[config.mk]
export PLATFORM = sky130hd
export DESIGN_NAME = apcfg_regs
export DESIGN_NICKNAME = d
export VERILOG_FILES = /design/src/apcfg_regs.v
export VERILOG_INCLUDE_DIRS = /design/src
export SDC_FILE = /design/constraint.sdc
export NUM_CORES = 1
export LEC_CHECK = 0
export BUFFER_PORTS_ARGS = -buffer_cell sky130_fd_sc_hd__buf_2
export CAP_MARGIN = 20
export CORE_MARGIN = 1.5
export CORE_UTILIZATION = 35
export CTS_CLUSTER_DIAMETER = 60
export DETAILED_ROUTE_END_ITERATION = 10
export REMOVE_ABC_BUFFERS = 1
export SLEW_MARGIN = 20
export SYNTH_ARGS = -nofsm -noshare
export SYNTH_HDL_FRONTEND = slang
export SYNTH_SLANG_ARGS = --single-unit
[constraint.sdc]
create_clock -name mclk_i -period 6.02 [get_ports mclk_i]
set_clock_uncertainty 0.2 [all_clocks]
set_input_delay 0.903 -clock mclk_i [delete_from_list [all_inputs] [get_ports mclk_i]]
set_output_delay 0.903 -clock mclk_i [all_outputs]
set_load 0.005 [all_outputs]
[src/apcfg_map.vh]
/*
 * Register offsets, field positions, reset values and code points for the
 * analog PLL configuration register block.
 * Assumes an APB slave with 32-bit data and one register per aligned word.
 */
`ifndef APCFG_MAP_VH
`define APCFG_MAP_VH

// Behaviour
// RULE_01: Divider two runs: global on, enable, no bypass.
// RULE_02: Bypass bit steers output mux after divider two.
// RULE_03: Bits 7:4 set divider two ratio.
// RULE_04: Bits 3:0 set divider one ratio.
// RULE_05: External mode: pin low primary, high alternate.
// RULE_06: Alternate field ignored without external mode.
// RULE_07: Alternate field drives both input muxes.
// RULE_08: Codes 000-011 feed crystal or inputs.
// RULE_09: Code 110 DPLL plus crystal; 111 no bypass.
// RULE_10: Software keeps bypass zero without bypass signal.
// RULE_11: Code 100 DPLL plus input one; 101 none.
// RULE_12: Pattern 0xx feeds APLL directly; DPLL off.
// RULE_13: Each decrement source edge steps phase down.
// RULE_14: Decrement source: bit or pins zero-three.
// RULE_15: Each increment source edge steps phase up.
// RULE_16: Increment source: bit or pins zero-three.
// RULE_17: Decrement moves earlier, increment moves later.
// RULE_18: Feedback value 42 bits; low byte here.
// RULE_19: Software never programs feedback value zero.
// RULE_20: Software zeros unused low fractional bits.
// RULE_21: DPLL mode needs top two bits zero.
// RULE_22: Fields reset zero; reserved bits read zero.
// RULE_23: Pins synchronised before edge detection.

// Printed offsets are register indices; byte address is four times that.
`define APCFG_IDX_ENBYP 12'h100
`define APCFG_IDX_HSDIV 12'h101
`define APCFG_IDX_MUX 12'h102
`define APCFG_IDX_PHASE 12'h103
`define APCFG_IDX_FBDIV0 12'h106

// Writable bit masks; all other bits are reserved.
`define APCFG_MASK_ENBYP 8'h06
`define APCFG_MASK_HSDIV 8'hFF
`define APCFG_MASK_MUX 8'h7F
`define APCFG_MASK_PHASE 8'hFF
`define APCFG_MASK_FBDIV0 8'hFF
`define APCFG_RESET_VAL 8'h00

// Field positions.
`define APCFG_BIT_ENABLE 2
`define APCFG_BIT_BYPASS 1
`define APCFG_BIT_EXTERNAL_SWITCHING_MODE 6
`define APCFG_BIT_DECBIT 7
`define APCFG_BIT_INCBIT 3

// Input mux codes.
`define APCFG_SRC_XTAL 3'h0
`define APCFG_SRC_IN1 3'h1
`define APCFG_SRC_IN2 3'h2
`define APCFG_SRC_IN3 3'h3
`define APCFG_SRC_DPLL 3'h4

// Bypass feed codes; NONE means no bypass signal.
`define APCFG_BYP_XTAL 3'h0
`define APCFG_BYP_IN1 3'h1
`define APCFG_BYP_IN2 3'h2
`define APCFG_BYP_IN3 3'h3
`define APCFG_BYP_NONE 3'h7

`endif

[src/apcfg_regs.v]
/*
 * Analog PLL configuration registers with APB slave, input source decode,
 * divider ratio decode and edge-driven phase stepping.
 * Assumes a synchronous APB master on mclk_i and general-purpose pins that
 * are asynchronous levels needing synchronisation.
 */
`include "apcfg_map.vh"

module apcfg_regs #(
   parameter GPIO_W = 4
) (
   input wire mclk_i,
   input wire rst_i,
   input wire psel_i,
   input wire penable_i,
   input wire pwrite_i,
   input wire [13:0] paddr_i,
   input wire [31:0] pwdata_i,
   input wire [3:0] pstrb_i,
   output wire [31:0] prdata_o,
   output wire pready_o,
   output wire pslverr_o,
   input wire global_analog_pll_enable_i,
   input wire [GPIO_W-1:0] gpio_i,
   input wire [1:0] switch_pin_select_i,
   output reg second_divider_run_o,
   output reg output_bypass_select_o,
   output reg [4:0] second_divider_halves_o,
   output reg [4:0] first_divider_halves_o,
   output reg [2:0] apll_source_o,
   output reg [2:0] bypass_source_o,
   output reg dpll_power_down_ok_o,
   output reg phase_step_early_o,
   output reg phase_step_late_o,
   output reg [7:0] feedback_divide_byte0_o
);

   // Stored register contents.
   reg [7:0] enbyp_q;
   reg [7:0] hsdiv_q;
   reg [7:0] mux_q;
   reg [7:0] phase_q;
   reg [7:0] fbdiv0_q;
   // Two-stage pin synchronisers and the settled copy for edge detection.
   reg [GPIO_W-1:0] gpio_meta_q;
   reg [GPIO_W-1:0] gpio_sync_q;
   // Previous values of the selected step sources.
   reg dec_prev_q;
   reg inc_prev_q;
   // Read data register.
   reg [31:0] rdata_q;

   // Combinational helpers.
   wire [11:0] idx;
   wire addr_ok;
   wire wr_en;
   wire rd_en;
   wire [2:0] active_sel;
   wire switch_level;
   wire dec_src;
   wire inc_src;

   // Converts a divider code into a ratio counted in half steps.
   // Low codes are 4 to 7.5 in halves; high codes 8 to 15 whole.
   function [4:0] apcfg_div_halves;
      input [3:0] code;
      begin
         if (code[3]) begin
            apcfg_div_halves = {code[2:0] + 3'h0, 1'b0} + 5'h10;
         end else begin
            apcfg_div_halves = {2'h0, code[2:0]} + 5'h08;
         end
      end
   endfunction

   // Picks a step source: code 0 the register bit, 1 to 4 a pin.
   // Unused codes give a constant low, so they never make a step.
   function apcfg_step_src;
      input [2:0] sel;
      input bitval;
      input [GPIO_W-1:0] pins;
      begin
         case (sel)
            3'h0: apcfg_step_src = bitval;
            3'h1: apcfg_step_src = pins[0];
            3'h2: apcfg_step_src = pins[1];
            3'h3: apcfg_step_src = pins[2];
            3'h4: apcfg_step_src = pins[3];
            default: apcfg_step_src = 1'b0;
         endcase
      end
   endfunction

   // APB decode: byte address is four times the printed index.
   assign idx = paddr_i[13:2];
   assign addr_ok = (paddr_i[1:0] == 2'h0) &&
      (idx == `APCFG_IDX_ENBYP || idx == `APCFG_IDX_HSDIV ||
       idx == `APCFG_IDX_MUX || idx == `APCFG_IDX_PHASE ||
       idx == `APCFG_IDX_FBDIV0);
   assign wr_en = psel_i & penable_i & pwrite_i & addr_ok & pstrb_i[0];
   assign rd_en = psel_i & ~penable_i & ~pwrite_i;
   // Zero wait states; unmapped addresses answer with an error.
   assign pready_o = 1'b1;
   assign pslverr_o = psel_i & penable_i & ~addr_ok;
   assign prdata_o = rdata_q;

   // Register writes; reserved bits are masked so they stay zero.
   always @(posedge mclk_i or posedge rst_i) begin
      if (rst_i) begin
         enbyp_q <= `APCFG_RESET_VAL; // RULE_22
         hsdiv_q <= `APCFG_RESET_VAL;
         mux_q <= `APCFG_RESET_VAL;
         phase_q <= `APCFG_RESET_VAL;
         fbdiv0_q <= `APCFG_RESET_VAL;
      end else if (wr_en) begin
         case (idx)
            `APCFG_IDX_ENBYP: begin
               enbyp_q <= pwdata_i[7:0] & `APCFG_MASK_ENBYP; // RULE_22
            end
            `APCFG_IDX_HSDIV: begin
               hsdiv_q <= pwdata_i[7:0] & `APCFG_MASK_HSDIV;
            end
            `APCFG_IDX_MUX: begin
               mux_q <= pwdata_i[7:0] & `APCFG_MASK_MUX; // RULE_22
            end
            `APCFG_IDX_PHASE: begin
               phase_q <= pwdata_i[7:0] & `APCFG_MASK_PHASE;
            end
            `APCFG_IDX_FBDIV0: begin
               // Zero value and unused fraction bits are software's duty.
               fbdiv0_q <= pwdata_i[7:0] & `APCFG_MASK_FBDIV0; // RULE_18
            end
            default: begin
               fbdiv0_q <= fbdiv0_q;
            end
         endcase
      end
   end

   // Read data is captured in the setup cycle so it is ready at access.
   always @(posedge mclk_i or posedge rst_i) begin
      if (rst_i) begin
         rdata_q <= 32'h00000000;
      end else if (rd_en) begin
         case (idx)
            `APCFG_IDX_ENBYP: rdata_q <= {24'h000000, enbyp_q};
            `APCFG_IDX_HSDIV: rdata_q <= {24'h000000, hsdiv_q};
            `APCFG_IDX_MUX: rdata_q <= {24'h000000, mux_q};
            `APCFG_IDX_PHASE: rdata_q <= {24'h000000, phase_q};
            `APCFG_IDX_FBDIV0: rdata_q <= {24'h000000, fbdiv0_q};
            default: rdata_q <= 32'h00000000;
         endcase
      end
   end

   // Pin synchroniser: the first stage feeds only the second.
   always @(posedge mclk_i or posedge rst_i) begin
      if (rst_i) begin
         gpio_meta_q <= {GPIO_W{1'b0}};
         gpio_sync_q <= {GPIO_W{1'b0}};
      end else begin
         gpio_meta_q <= gpio_i; // RULE_23
         gpio_sync_q <= gpio_meta_q; // RULE_23
      end
   end

   // The switching pin is one of the synchronised general-purpose pins.
   assign switch_level = gpio_sync_q[switch_pin_select_i];
   // Alternate field counts only in external mode with the pin high.
   assign active_sel = (mux_q[`APCFG_BIT_EXTERNAL_SWITCHING_MODE] && switch_level) ?
      mux_q[5:3] : mux_q[2:0]; // RULE_05 RULE_06

   // Input source decode for the APLL and the bypass mux.
   always @(posedge mclk_i or posedge rst_i) begin
      if (rst_i) begin
         apll_source_o <= `APCFG_SRC_XTAL;
         bypass_source_o <= `APCFG_BYP_XTAL;
         dpll_power_down_ok_o <= 1'b1;
      end else if (mux_q[`APCFG_BIT_EXTERNAL_SWITCHING_MODE] && switch_level) begin
         // Alternate codes drive both muxes; unused codes fall to crystal.
         case (mux_q[5:3]) // RULE_07
            3'h1: apll_source_o <= `APCFG_SRC_IN1;
            3'h2: apll_source_o <= `APCFG_SRC_IN2;
            3'h3: apll_source_o <= `APCFG_SRC_IN3;
            default: apll_source_o <= `APCFG_SRC_XTAL;
         endcase
         case (mux_q[5:3])
            3'h1: bypass_source_o <= `APCFG_BYP_IN1;
            3'h2: bypass_source_o <= `APCFG_BYP_IN2;
            3'h3: bypass_source_o <= `APCFG_BYP_IN3;
            default: bypass_source_o <= `APCFG_BYP_XTAL;
         endcase
         dpll_power_down_ok_o <= 1'b1;
      end else begin
         case (active_sel)
            3'h0: begin // RULE_08
               apll_source_o <= `APCFG_SRC_XTAL;
               bypass_source_o <= `APCFG_BYP_XTAL;
            end
            3'h1: begin // RULE_08
               apll_source_o <= `APCFG_SRC_IN1;
               bypass_source_o <= `APCFG_BYP_IN1;
            end
            3'h2: begin
               apll_source_o <= `APCFG_SRC_IN2;
               bypass_source_o <= `APCFG_BYP_IN2;
            end
            3'h3: begin
               apll_source_o <= `APCFG_SRC_IN3;
               bypass_source_o <= `APCFG_BYP_IN3;
            end
            3'h4: begin // RULE_11
               apll_source_o <= `APCFG_SRC_DPLL;
               bypass_source_o <= `APCFG_BYP_IN1;
            end
            3'h6: begin // RULE_09
               apll_source_o <= `APCFG_SRC_DPLL;
               bypass_source_o <= `APCFG_BYP_XTAL;
            end
            default: begin // RULE_09 RULE_11
               // Codes 5 and 7: nothing reaches the bypass mux, so
               // software must hold the bypass bit low. RULE_10
               apll_source_o <= `APCFG_SRC_DPLL;
               bypass_source_o <= `APCFG_BYP_NONE;
            end
         endcase
         // Direct feed lets the DPLL sleep.
         dpll_power_down_ok_o <= ~active_sel[2]; // RULE_12
      end
   end

   // Divider and bypass controls.
   always @(posedge mclk_i or posedge rst_i) begin
      if (rst_i) begin
         second_divider_run_o <= 1'b0;
         output_bypass_select_o <= 1'b0;
         second_divider_halves_o <= 5'h08;
         first_divider_halves_o <= 5'h08;
         feedback_divide_byte0_o <= 8'h00;
      end else begin
         second_divider_run_o <= global_analog_pll_enable_i &
            enbyp_q[`APCFG_BIT_ENABLE] &
            ~enbyp_q[`APCFG_BIT_BYPASS]; // RULE_01
         output_bypass_select_o <= enbyp_q[`APCFG_BIT_BYPASS]; // RULE_02
         second_divider_halves_o <= apcfg_div_halves(hsdiv_q[7:4]); // RULE_03
         first_divider_halves_o <= apcfg_div_halves(hsdiv_q[3:0]); // RULE_04
         feedback_divide_byte0_o <= fbdiv0_q; // RULE_18
      end
   end

   // Selected step sources.
   assign dec_src = apcfg_step_src(phase_q[6:4],
      phase_q[`APCFG_BIT_DECBIT], gpio_sync_q); // RULE_14
   assign inc_src = apcfg_step_src(phase_q[2:0],
      phase_q[`APCFG_BIT_INCBIT], gpio_sync_q); // RULE_16

   // Either edge of a source makes one step pulse. A change of source
   // select with differing levels also looks like an edge; that is the
   // price of a single comparison and matches a real mux feeding an
   // edge detector.
   always @(posedge mclk_i or posedge rst_i) begin
      if (rst_i) begin
         dec_prev_q <= 1'b0;
         inc_prev_q <= 1'b0;
         phase_step_early_o <= 1'b0;
         phase_step_late_o <= 1'b0;
      end else begin
         dec_prev_q <= dec_src;
         inc_prev_q <= inc_src;
         // Decrement moves the clock earlier. RULE_17
         phase_step_early_o <= dec_src ^ dec_prev_q; // RULE_13
         // Increment moves the clock later. RULE_17
         phase_step_late_o <= inc_src ^ inc_prev_q; // RULE_15
      end
   end

endmodule

* Word-level counts from Yosys, hierarchy flattened
Cells that the tools add are included. Widths: inputs -> output; s select.
Cells by class: add/subtract/negate cells 4, $lt $le $gt $ge 1, eq/ne operators 21, muxes and demuxes 14, bitwise gates (word level) 16, reduce and logical (&&, ||, !) cells 17
Operators with widths (number):
- $eq 12x9->1 const B | 5
- $pmux 8 s5 | 1
- $eq 3x2->1 const B | 8
- $pmux 3 s4 | 2
- $eq 3x1->1 const B | 4
- $eq 3x3->1 const B | 4
- $add 3x4->5 const B | 2
- $add 4x5->5 const B | 2
- $mux 5 | 2
- $pmux 1 s5 | 2
- $reduce_and 2->1 | 5
- $and 1x1->1 | 9
- $logic_not 3->1 | 3
- $mux 3 | 3
- $pmux 2 s3 | 1
- $not 1->1 | 5
- $logic_or 1x1->1 | 4
- $reduce_or 2->1 | 2
- $lt 2x3->1 const B | 1
- $bmux 1 s2 | 1
- $logic_and 1x1->1 | 2
- $logic_not 2->1 | 1
- $mux 1 | 2
- $xor 1x1->1 | 2
Word-level totals: bits in registers 104, input port bits 62, word-level logic and storage cells 93

* Logic depth before layout (Yosys ltp)
Gate-level depths: netlist (run 1).
depth in word-level cells 9, mapped depth 5

* Worst setup path before layout (run 1)
Ideal clock, no wire load.
path type input to output, start point input port paddr_i[7], end point output port pslverr_o, arrival time 2.226 ns, data required time 4.917 ns, path slack 2.691 ns, stages on the path 4, path buffers 1, path through or4_1 > buf_2 > a2111oi_0 > a21oi_1
On the way: cells in the longest elaborated chain, start to end 8, elaborated cells between the ends (all ways) 12
RTL lines:
- from (decl) | line apcfg_regs.v:17 | input wire [13:0] paddr_i,
- $eq 12x9->1
- $logic_or 1x1->1 (no source line) (3 in series)
- $logic_or 1x1->1 (no source line) *
- $logic_and 1x1->1 * | line apcfg_regs.v:96 | assign addr_ok = (paddr_i[1:0] == 2'h0) &&
- $not 1->1 * | line apcfg_regs.v:104 | assign pslverr_o = psel_i & penable_i & ~addr_ok;
- $and 1x1->1 * | line apcfg_regs.v:104
- to (decl) | line apcfg_regs.v:22 | output wire pslverr_o,
Mark *: on every way between the ends. The rest lies on a longest branch, timed or not.

* Final worst setup path (run 1)
Same ends and word-level chain as after synthesis.

==> metrics.txt, run 1 <==
ant diodes=0; final worst path period share=63.62%; synth warn=0; Final WS setup=between 2 and 2.5 ns; core area=between 9000 and 10000 um2; met2 WL=slightly above 3000 um; beginning of the worst hold path=gpio_meta_q[3]; CTS sink cnt=80; count leader, synth=dfrtp_1; GPL Wtd Cong=0.8101; CTS tree=built; run status=finished clean; hold crit path type=register to register; Clk Latency, worst-skew pair=approximately 0.34 ns; top layer in use=met4; kind of critical path=input port to output pin; Ports=about 130; routed len/inst=14.67 um; routed vias=about 2100; min Tclk post-route=~3.8 ns; Vias/cell=about 4.6; layout cells sized above 1=a little under half; top-area cell type share of the netlist area=between 50% and 60%; Synth cell types=42; fraction of registers with async set/reset=between 90% and 100%; Reg-to-Reg Start=phase_q[1]; hold slack=roughly 0.15 ns; unrepaired setup endpoints after global routing=no; clock-pin slew on the worst setup and hold paths=~0.08 ns; Maximum Capacitance Violations=0; Synth area leader=dfrtp_1; Critical Path RT=4.92 ns; CTS Hold Bufs=0; vias in the first global route=roughly 2000; synthesis-stage register bit count=80; Critical path origin=paddr_i[7]; Die H=between 100 and 150 um; Initial Utilization=between 30% and 40%; drt drc=0; Mapped Cells=between 200 and 250; met3 wire length=roughly 490 um; DRT antenna net count=0; Max Clock Freq=between 0.2 and 0.3 GHz; first-pass GRT wire length=approximately 10000 um; slew at the pin closest to its max-slew limit=between 0.7 and 0.8 ns; Final Max Tran Viols=0; die area=a little over 10000 um2; I/O Buffers=72; area grow syn2layout=17.59%; synth cell count leaders=77 x dfrtp_1, 43 x mux2_2, 25 x buf_4; CTS resizes=0; PD cells=between 200 and 250 nW/um2; CTS buffer count=9; Metal-1 WL=between 2000 and 3000 um; Setup WS pre-CTS=2.200 ns; Total Routing Usage GR=between 10% and 20%; Post-synth EDFFs=0; normalized max-slew margin=around 47%; pin count of the biggest net entering global routing=between 80 and 90; Setup-failing EPs final=0; HPWL after detailed placement=~4900 um; Top FF cell, synth=dfrtp_1; clk buf depth=2; Post-Route Setup TNS=0 ns; postcts setup bufs=0; worst-path fanout max=6; DR pass1 iterations=4; synth top area cells=dfrtp_1 56%, mux2_2 14%, buf_4 5.5%; total gr overflow=0; Final Hold Vio Count=0; VDD IR max=approximately 0.10 mV; Worst Setup Start Kind=input port; Total Wirelength=between 6000 and 7000 um; CP endpoint kind=output pin; H-tree depth=3; Final nets=between 300 and 400; sequential share of the synthesized area=roughly three fifths; static leakage=2.088 nW; initial antenna violation count=0; row cnt=35; Arr. time, crit path=between 2 and 3 ns; initial DRC count=66; Root Driver=clkbuf_8; Synth Cell Area=about 3400 um2; Die Width=a little over 100 um; syn avg cell area=between 10 and 15 um2
## layout make-up
cell class | count | area, um2
Fill cell | 886 | 5313
Sequential cell | 80 | 2006
Multi-Input combinational cell | 153 | 1272
Timing Repair Buffer | 73 | 371.6
Tap cell | 129 | 161.4
Clock buffer | 11 | 151.4
Clock inverter | 5 | 40.04
Inverter | 3 | 12.51
## per-layer routing
layer  vias to the layer above  GRT usage (%)
li1                        977              -
met1                      1019          18.37
met2                        84          20.72
met4                         0          4.808
met3                         9          3.451
met5                         -              0
## worst paths after layout
path / end / slack (ns) / depth (start not counted)
setup / recovery: pslverr_o / 2.19 / 5
min in group asynchronous: phase_step_late_o / 0.54 / 3
setup reg to reg: phase_step_late_o / 4.31 / 3
hold / removal: gpio_sync_q[3] / 0.15 / 0
max in group asynchronous: phase_q[4] / 4.60 / 3
hold reg to reg: gpio_sync_q[3] / 0.15 / 0
## logic make-up (layout without fill, tap and decap cells)
| group | count (synthesis) | in the layout | synth area share [%] |
|---|---|---|---|
| flip-flops | 80 | 80 | 58.74 |
| multiplexers | 52 | 52 | 18.65 |
| AND/OR/NAND/NOR | 49 | 49 | 10.55 |
| buffers and inverters | 34 | 92 | 6.522 |
| AO/OA/AOI/OAI | 25 | 25 | 4.800 |
| other | 2 | 25 | 0.2199 |
| XOR/XNOR | 2 | 2 | 0.5131 |
## critical path, stage by stage
cell and delay [ns]:
buf_2 0.09, or4_1 0.69, a2111oi_0 0.74, a21oi_1 0.14
buf_2 0.15
## where the power goes
group	internal, mW	switching [mW]
sequential	0.540	0.00147
combinational	0.0141	0.0311
clock	0.175	0.190
total	0.729	0.223
## sequential cells by signal (all words and copies together) (netlist names)
name / count
apll_source_o: 3
bypass_source_o: 3
dec_prev_q: 1
dpll_power_down_ok_o: 1
enbyp_q: 2
fbdiv0_q: 8
feedback_divide_byte0_o: 8
first_divider_halves_o: 5
gpio_meta_q: 4
gpio_sync_q: 4
hsdiv_q: 8
inc_prev_q: 1
mux_q: 7
output_bypass_select_o: 1
phase_q: 8
phase_step_early_o: 1
phase_step_late_o: 1
prdata_o: 8
second_divider_halves_o: 5
second_divider_run_o: 1
## layout by cell type, fill, tap and decap left out, types with 2 or more instances in the layout
cell,n
mux2i_1,4
dfstp_2,3
clkbuf_8,11
o21ai_0,9
a21oi_1,2
mux4_2,5
nor3b_1,2
or4_1,2
clkinv_4,3
nand4_4,2
a22o_1,2
a22oi_1,9
nand2_1,9
nand3_1,3
clkinv_2,2
inv_1,2
nor2_1,4
mux2_2,43
xor2_1,2
dfrtp_1,77
nor4_1,2
conb_1,25
nor2b_1,5
buf_2,72
nand2b_1,6
## through the flow
| step | power [mW] | cells | utilization (%) | cell area, um2 |
|---|---|---|---|---|
| 6_report | 0.9516 | 454 | 43.04 | 4015 |
| 5_1_grt | 1.001 | 454 | 43.04 | 4015 |
| 4_1_cts | 0.9715 | 454 | 43.00 | 4011 |
| 3_5_place_dp | 0.5980 | 438 | 40.95 | 3820 |
| 3_3_place_gp | 0.5970 | 438 | 40.95 | 3820 |
| 2_1_floorplan | 0.5715 | 236 | - | 3289 |
Power figures use the tool's default switching activity.
==> run 2, diff against run 1 <==
clock period = 3.34 ns   (was 6.02 ns; I/O delays follow)
==> metrics.txt, run 2 (synthesis results as in run 1) <==
CP endpoint kind=output pin; WP buf/inv=2; Setup-failing EPs final=0; area grow syn2layout=17.63%; drt drc=0; crit-path max cell delay=approximately 0.73 ns; family with the most delay on the worst path=compound AO/OA/AOI/OAI gates; run status=finished clean; static leakage=between 2 and 2.5 nW; clock-pin slew on the worst setup and hold paths=0.08 ns; routed vias=between 2000 and 2500; Maximum Capacitance Violations=0; HPWL after detailed placement=about 5000 um; Max Clock Freq=between 0.3 and 0.4 GHz; hold slack=between 0.05 and 0.06 ns; postcts setup bufs=0; I/O Buffers=between 70 and 80; CTS resizes=0; most common cell after layout, fill and taps aside=dfrtp_1; Crit path top cell by count=buf_2; r2r setup slk=approximately 1.6 ns; DRT antenna net count=0; DP Area=between 3000 and 4000 um2; unrepaired setup endpoints after global routing=no; routed len/inst=15.04 um; Total Wirelength=about 6900 um; slew at the pin closest to its max-slew limit=slightly above 0.9 ns; Total Routing Usage GR=14.07%; Critical Path RT=2.64 ns; Final Max Tran Viols=0; ant diodes=0; Worst Setup Start Kind=input port; Post-Route Setup TNS=0 ns; normalized max-slew margin=38.13%; Clk Latency, worst-skew pair=roughly 0.35 ns; Initial Utilization=between 30% and 40%; die area=slightly above 10000 um2; H-tree depth=3; Final nets=~380; row cnt=35; CTS sink cnt=80; Core Util, Final=43.06%; Arr. time, crit path=about 2.2 ns; PD cells=roughly 420 nW/um2; Final Hold Vio Count=0; Die Width=about 100 um; finished layout cell area=about 4000 um2; pin count of the biggest net entering global routing=55; worst-path fanout max=3; Root Driver=clkbuf_8; DR pass1 iterations=4; layout cells sized above 1=between 40% and 50%; GPL Wtd Cong=0.8105; most frequent cells in the layout=77 x dfrtp_1, 72 x buf_2, 43 x mux2_2; CTS buffer count=9; Die H=roughly 100 um; core area=9328 um2; final worst path period share=between 80% and 90%; Slowest-stage cell, CP=a2111oi_0; kind of critical path=input port to output pin; initial antenna violation count=0; hold crit path type=input port to register; clk buf depth=2; Vias/cell=approximately 4.6; total gr overflow=0; CTS tree=built; vias in the first global route=2042; CTS Hold Bufs=0; first-pass GRT wire length=10700 um; VDD IR max=about 0.18 mV; initial DRC count=73; critical-path cell list=buf_2 > or4_1 > a2111oi_0 > a21oi_1 > buf_2; Ports=125; min Tclk post-route=between 2 and 3 ns
[run 2: changes by cell type in the layout (fill, tap and decap cells not counted), sizes merged]
cell / delta
buf: +2
clkbuf: -1
clkinvlp: +1
[run 2: power by group]
group / switching, mW / leakage [nW] / internal (mW)
sequential: 0.00283 / 1.09 / 0.973
clock: 0.349 / 0.0926 / 0.292
combinational: 0.0568 / 0.906 / 0.0262
[run 2: path summary, 6_finish.rpt]
| kind | startpoint | to | depth (start not counted) |
|---|---|---|---|
| setup / recovery | paddr_i[7] | pslverr_o | 5 |
| hold / removal | gpio_i[0] | gpio_meta_q[0] | 1 |
| setup reg to reg | phase_q[1] | phase_step_late_o | 3 |
| hold reg to reg | gpio_meta_q[0] | gpio_sync_q[0] | 0 |
| max in group asynchronous | rst_i | prdata_o[2] | 3 |
| min in group asynchronous | rst_i | inc_prev_q | 2 |
[run 2: worst reg2reg max path: stages (launching register included)]
cell,delay [ns]
dfrtp_1,0.43
mux4_2,0.52
mux2_2,0.31
xor2_1,0.15
[run 2: metrics by stage]
stage | instances | power [mW] | worst slack (ns)
2_1_floorplan | 236 | 1.030 | 0.5922
3_3_place_gp | 440 | 1.078 | 0.4708
3_5_place_dp | 440 | 1.080 | 0.4725
4_1_cts | 456 | 1.732 | 0.4501
5_1_grt | 456 | 1.791 | 0.3871
6_report | 456 | 1.700 | 0.4500
[run 2: cell type report]
| class | instances | area [um2] |
|---|---|---|
| multi-input cells | 153 | 1272 |
| flip-flops and latches | 80 | 2006 |
| fillers | 879 | 5311 |
| well taps | 129 | 161.4 |
| clock buffers | 10 | 137.6 |
| clock inverters | 6 | 43.79 |
| inverters | 3 | 12.51 |
| repair buffers | 75 | 382.9 |
[run 2: metal layers]
layer	vias up	routed length, um	GRT usage [%]
li1	977	-	-
met1	1045	3117	19.49
met2	78	3156	21.13
met3	12	456	3.313
met4	0	127	6.090
met5	-	0	0
==> run 3, diff against run 2 <==
BUFFER_PORTS_ARGS = -buffer_cell sky130_fd_sc_hd__buf_4   (was -buffer_cell sky130_fd_sc_hd__buf_2)
==> metrics.txt, run 3 (synthesis results as in run 1) <==
area occupied by multi-input gates=approximately 1300 um2; Maximum Capacitance Violations=0; Ports=125; Filler cells=a little under 900; critical-path cell list=buf_4 > or4_1 > a2111oi_0 > a21oi_1 > buf_4; hold crit path type=input port to register; worst-path fanout max=3; layout cells sized above 1=46.04%; CTS tree=built; ant diodes=0; Metal-1 WL=3250 um; first-pass GRT wire length=~11000 um; static leakage=2.129 nW; Final Hold Vio Count=0; clk buf depth=2; pin count of the biggest net entering global routing=between 60 and 70; die area=10360 um2; Initial Utilization=between 30% and 40%; Total Wirelength=about 7100 um; final worst path period share=between 80% and 90%; Die H=between 100 and 150 um; CTS sink cnt=80; most common cell after layout, fill and taps aside=dfrtp_1; met2 WL=3338 um; CTS resizes=0; normalized max-slew margin=between 40% and 50%; Arr. time, crit path=2.21 ns; Worst Setup Start Kind=input port; CP endpoint kind=output pin; DRT antenna net count=0; met3 wire length=404 um; Total Routing Usage GR=approximately 15%; hold slack=slightly above 0.05 ns; HPWL after detailed placement=roughly 5200 um; Setup-failing EPs final=0; vias in the first global route=between 2000 and 2500; top layer in use=met4; Root Driver=clkbuf_8; VDD IR max=about 0.16 mV; drt drc=0; initial antenna violation count=0; row cnt=35; H-tree depth=3; Vias/cell=4.608; Post-Route Setup TNS=0 ns; most frequent cells in the layout=77 x dfrtp_1, 76 x buf_4, 43 x mux2_2; CTS Hold Bufs=0; min Tclk post-route=approximately 2.9 ns; clock-pin slew on the worst setup and hold paths=around 0.080 ns; postcts setup bufs=0; kind of critical path=input port to output pin; FF-to-FF path depth=3; unrepaired setup endpoints after global routing=no; total gr overflow=0; Final Max Tran Viols=0; Hold Crit Depth=1; core area=approximately 9300 um2; initial DRC count=between 40 and 50; crit-path max cell delay=0.71 ns; run status=finished clean; routed vias=2106; Final nets=~390; DR pass1 iterations=4; Crit path top cell by count=buf_4; Clk Latency, worst-skew pair=roughly 0.36 ns; Sequential Area=~2000 um2; area grow syn2layout=23.60%; GPL Wtd Cong=0.8132; Max Clock Freq=~0.34 GHz; CTS buffer count=9; routed len/inst=about 16 um; Slowest-stage cell, CP=a2111oi_0; I/O Buffers=slightly above 70; Critical Path RT=approximately 2.6 ns; Die Width=101.8 um; PD cells=~420 nW/um2; slew at the pin closest to its max-slew limit=0.7707 ns
run 3: changes by cell type in the layout (fill, tap and decap cells not counted), sizes merged:
cell,delta
buf,+1
clkinv,-2
inv,+1
bufinv,+1
run 3: area by class of cell:
type | count | area share, %
Timing Repair Buffer | 76 | 13.52
Sequential cell | 80 | 47.52
Clock buffer | 10 | 3.024
Clock inverter | 6 | 1.631
Inverter | 3 | 0.3261
Tap cell | 129 | 3.824
Multi-Input combinational cell | 153 | 30.15
run 3: layer usage:
| metal | global-route usage (%) | up-vias |
|---|---|---|
| met4 | 6.410 | 0 |
| li1 | - | 979 |
| met2 | 22.72 | 71 |
| met1 | 19.15 | 1046 |
| met5 | 0 | - |
| met3 | 3.796 | 10 |
run 3: path summary, 6_finish.rpt:
path / start / endpoint / slack [ns]
setup / recovery: paddr_i[7] / pslverr_o / 0.43
hold / removal: gpio_i[2] / gpio_meta_q[2] / 0.05
setup reg to reg: phase_q[1] / phase_step_late_o / 1.64
hold reg to reg: gpio_meta_q[3] / gpio_sync_q[3] / 0.15
max in group asynchronous: rst_i / prdata_o[4] / 2.19
min in group asynchronous: rst_i / hsdiv_q[6] / 0.09
run 3: power by group:
| group | switching, mW | total, mW | internal (mW) | leakage (nW) |
|---|---|---|---|---|
| Clock | 0.359 | 0.708 | 0.349 | 0.0968 |
| Combinational | 0.0569 | 0.0948 | 0.0380 | 0.943 |
| Sequential | 0.00258 | 0.975 | 0.973 | 1.09 |
| Total | 0.419 | 1.78 | 1.36 | 2.13 |
run 3: critical path: cells and delay by family:
| family | cells | cell delay, ns |
|---|---|---|
| compound gates | 2 | 0.87 |
| simple gates | 1 | 0.56 |
| buf+inv | 2 | 0.28 |
run 3: per-stage QoR:
stage | instances | utilization (%) | instance area [um2] | power, mW | setup WS (ns)
floorplan | 236 | - | 3289 | 1.030 | 0.5922
global placement | 441 | 43.13 | 4023 | 1.089 | 0.4500
detailed placement | 441 | 43.13 | 4023 | 1.091 | 0.4534
CTS | 457 | 45.23 | 4219 | 1.801 | 0.4285
global route | 457 | 45.24 | 4220 | 1.858 | 0.2367
finish | 457 | 45.24 | 4220 | 1.779 | 0.4308
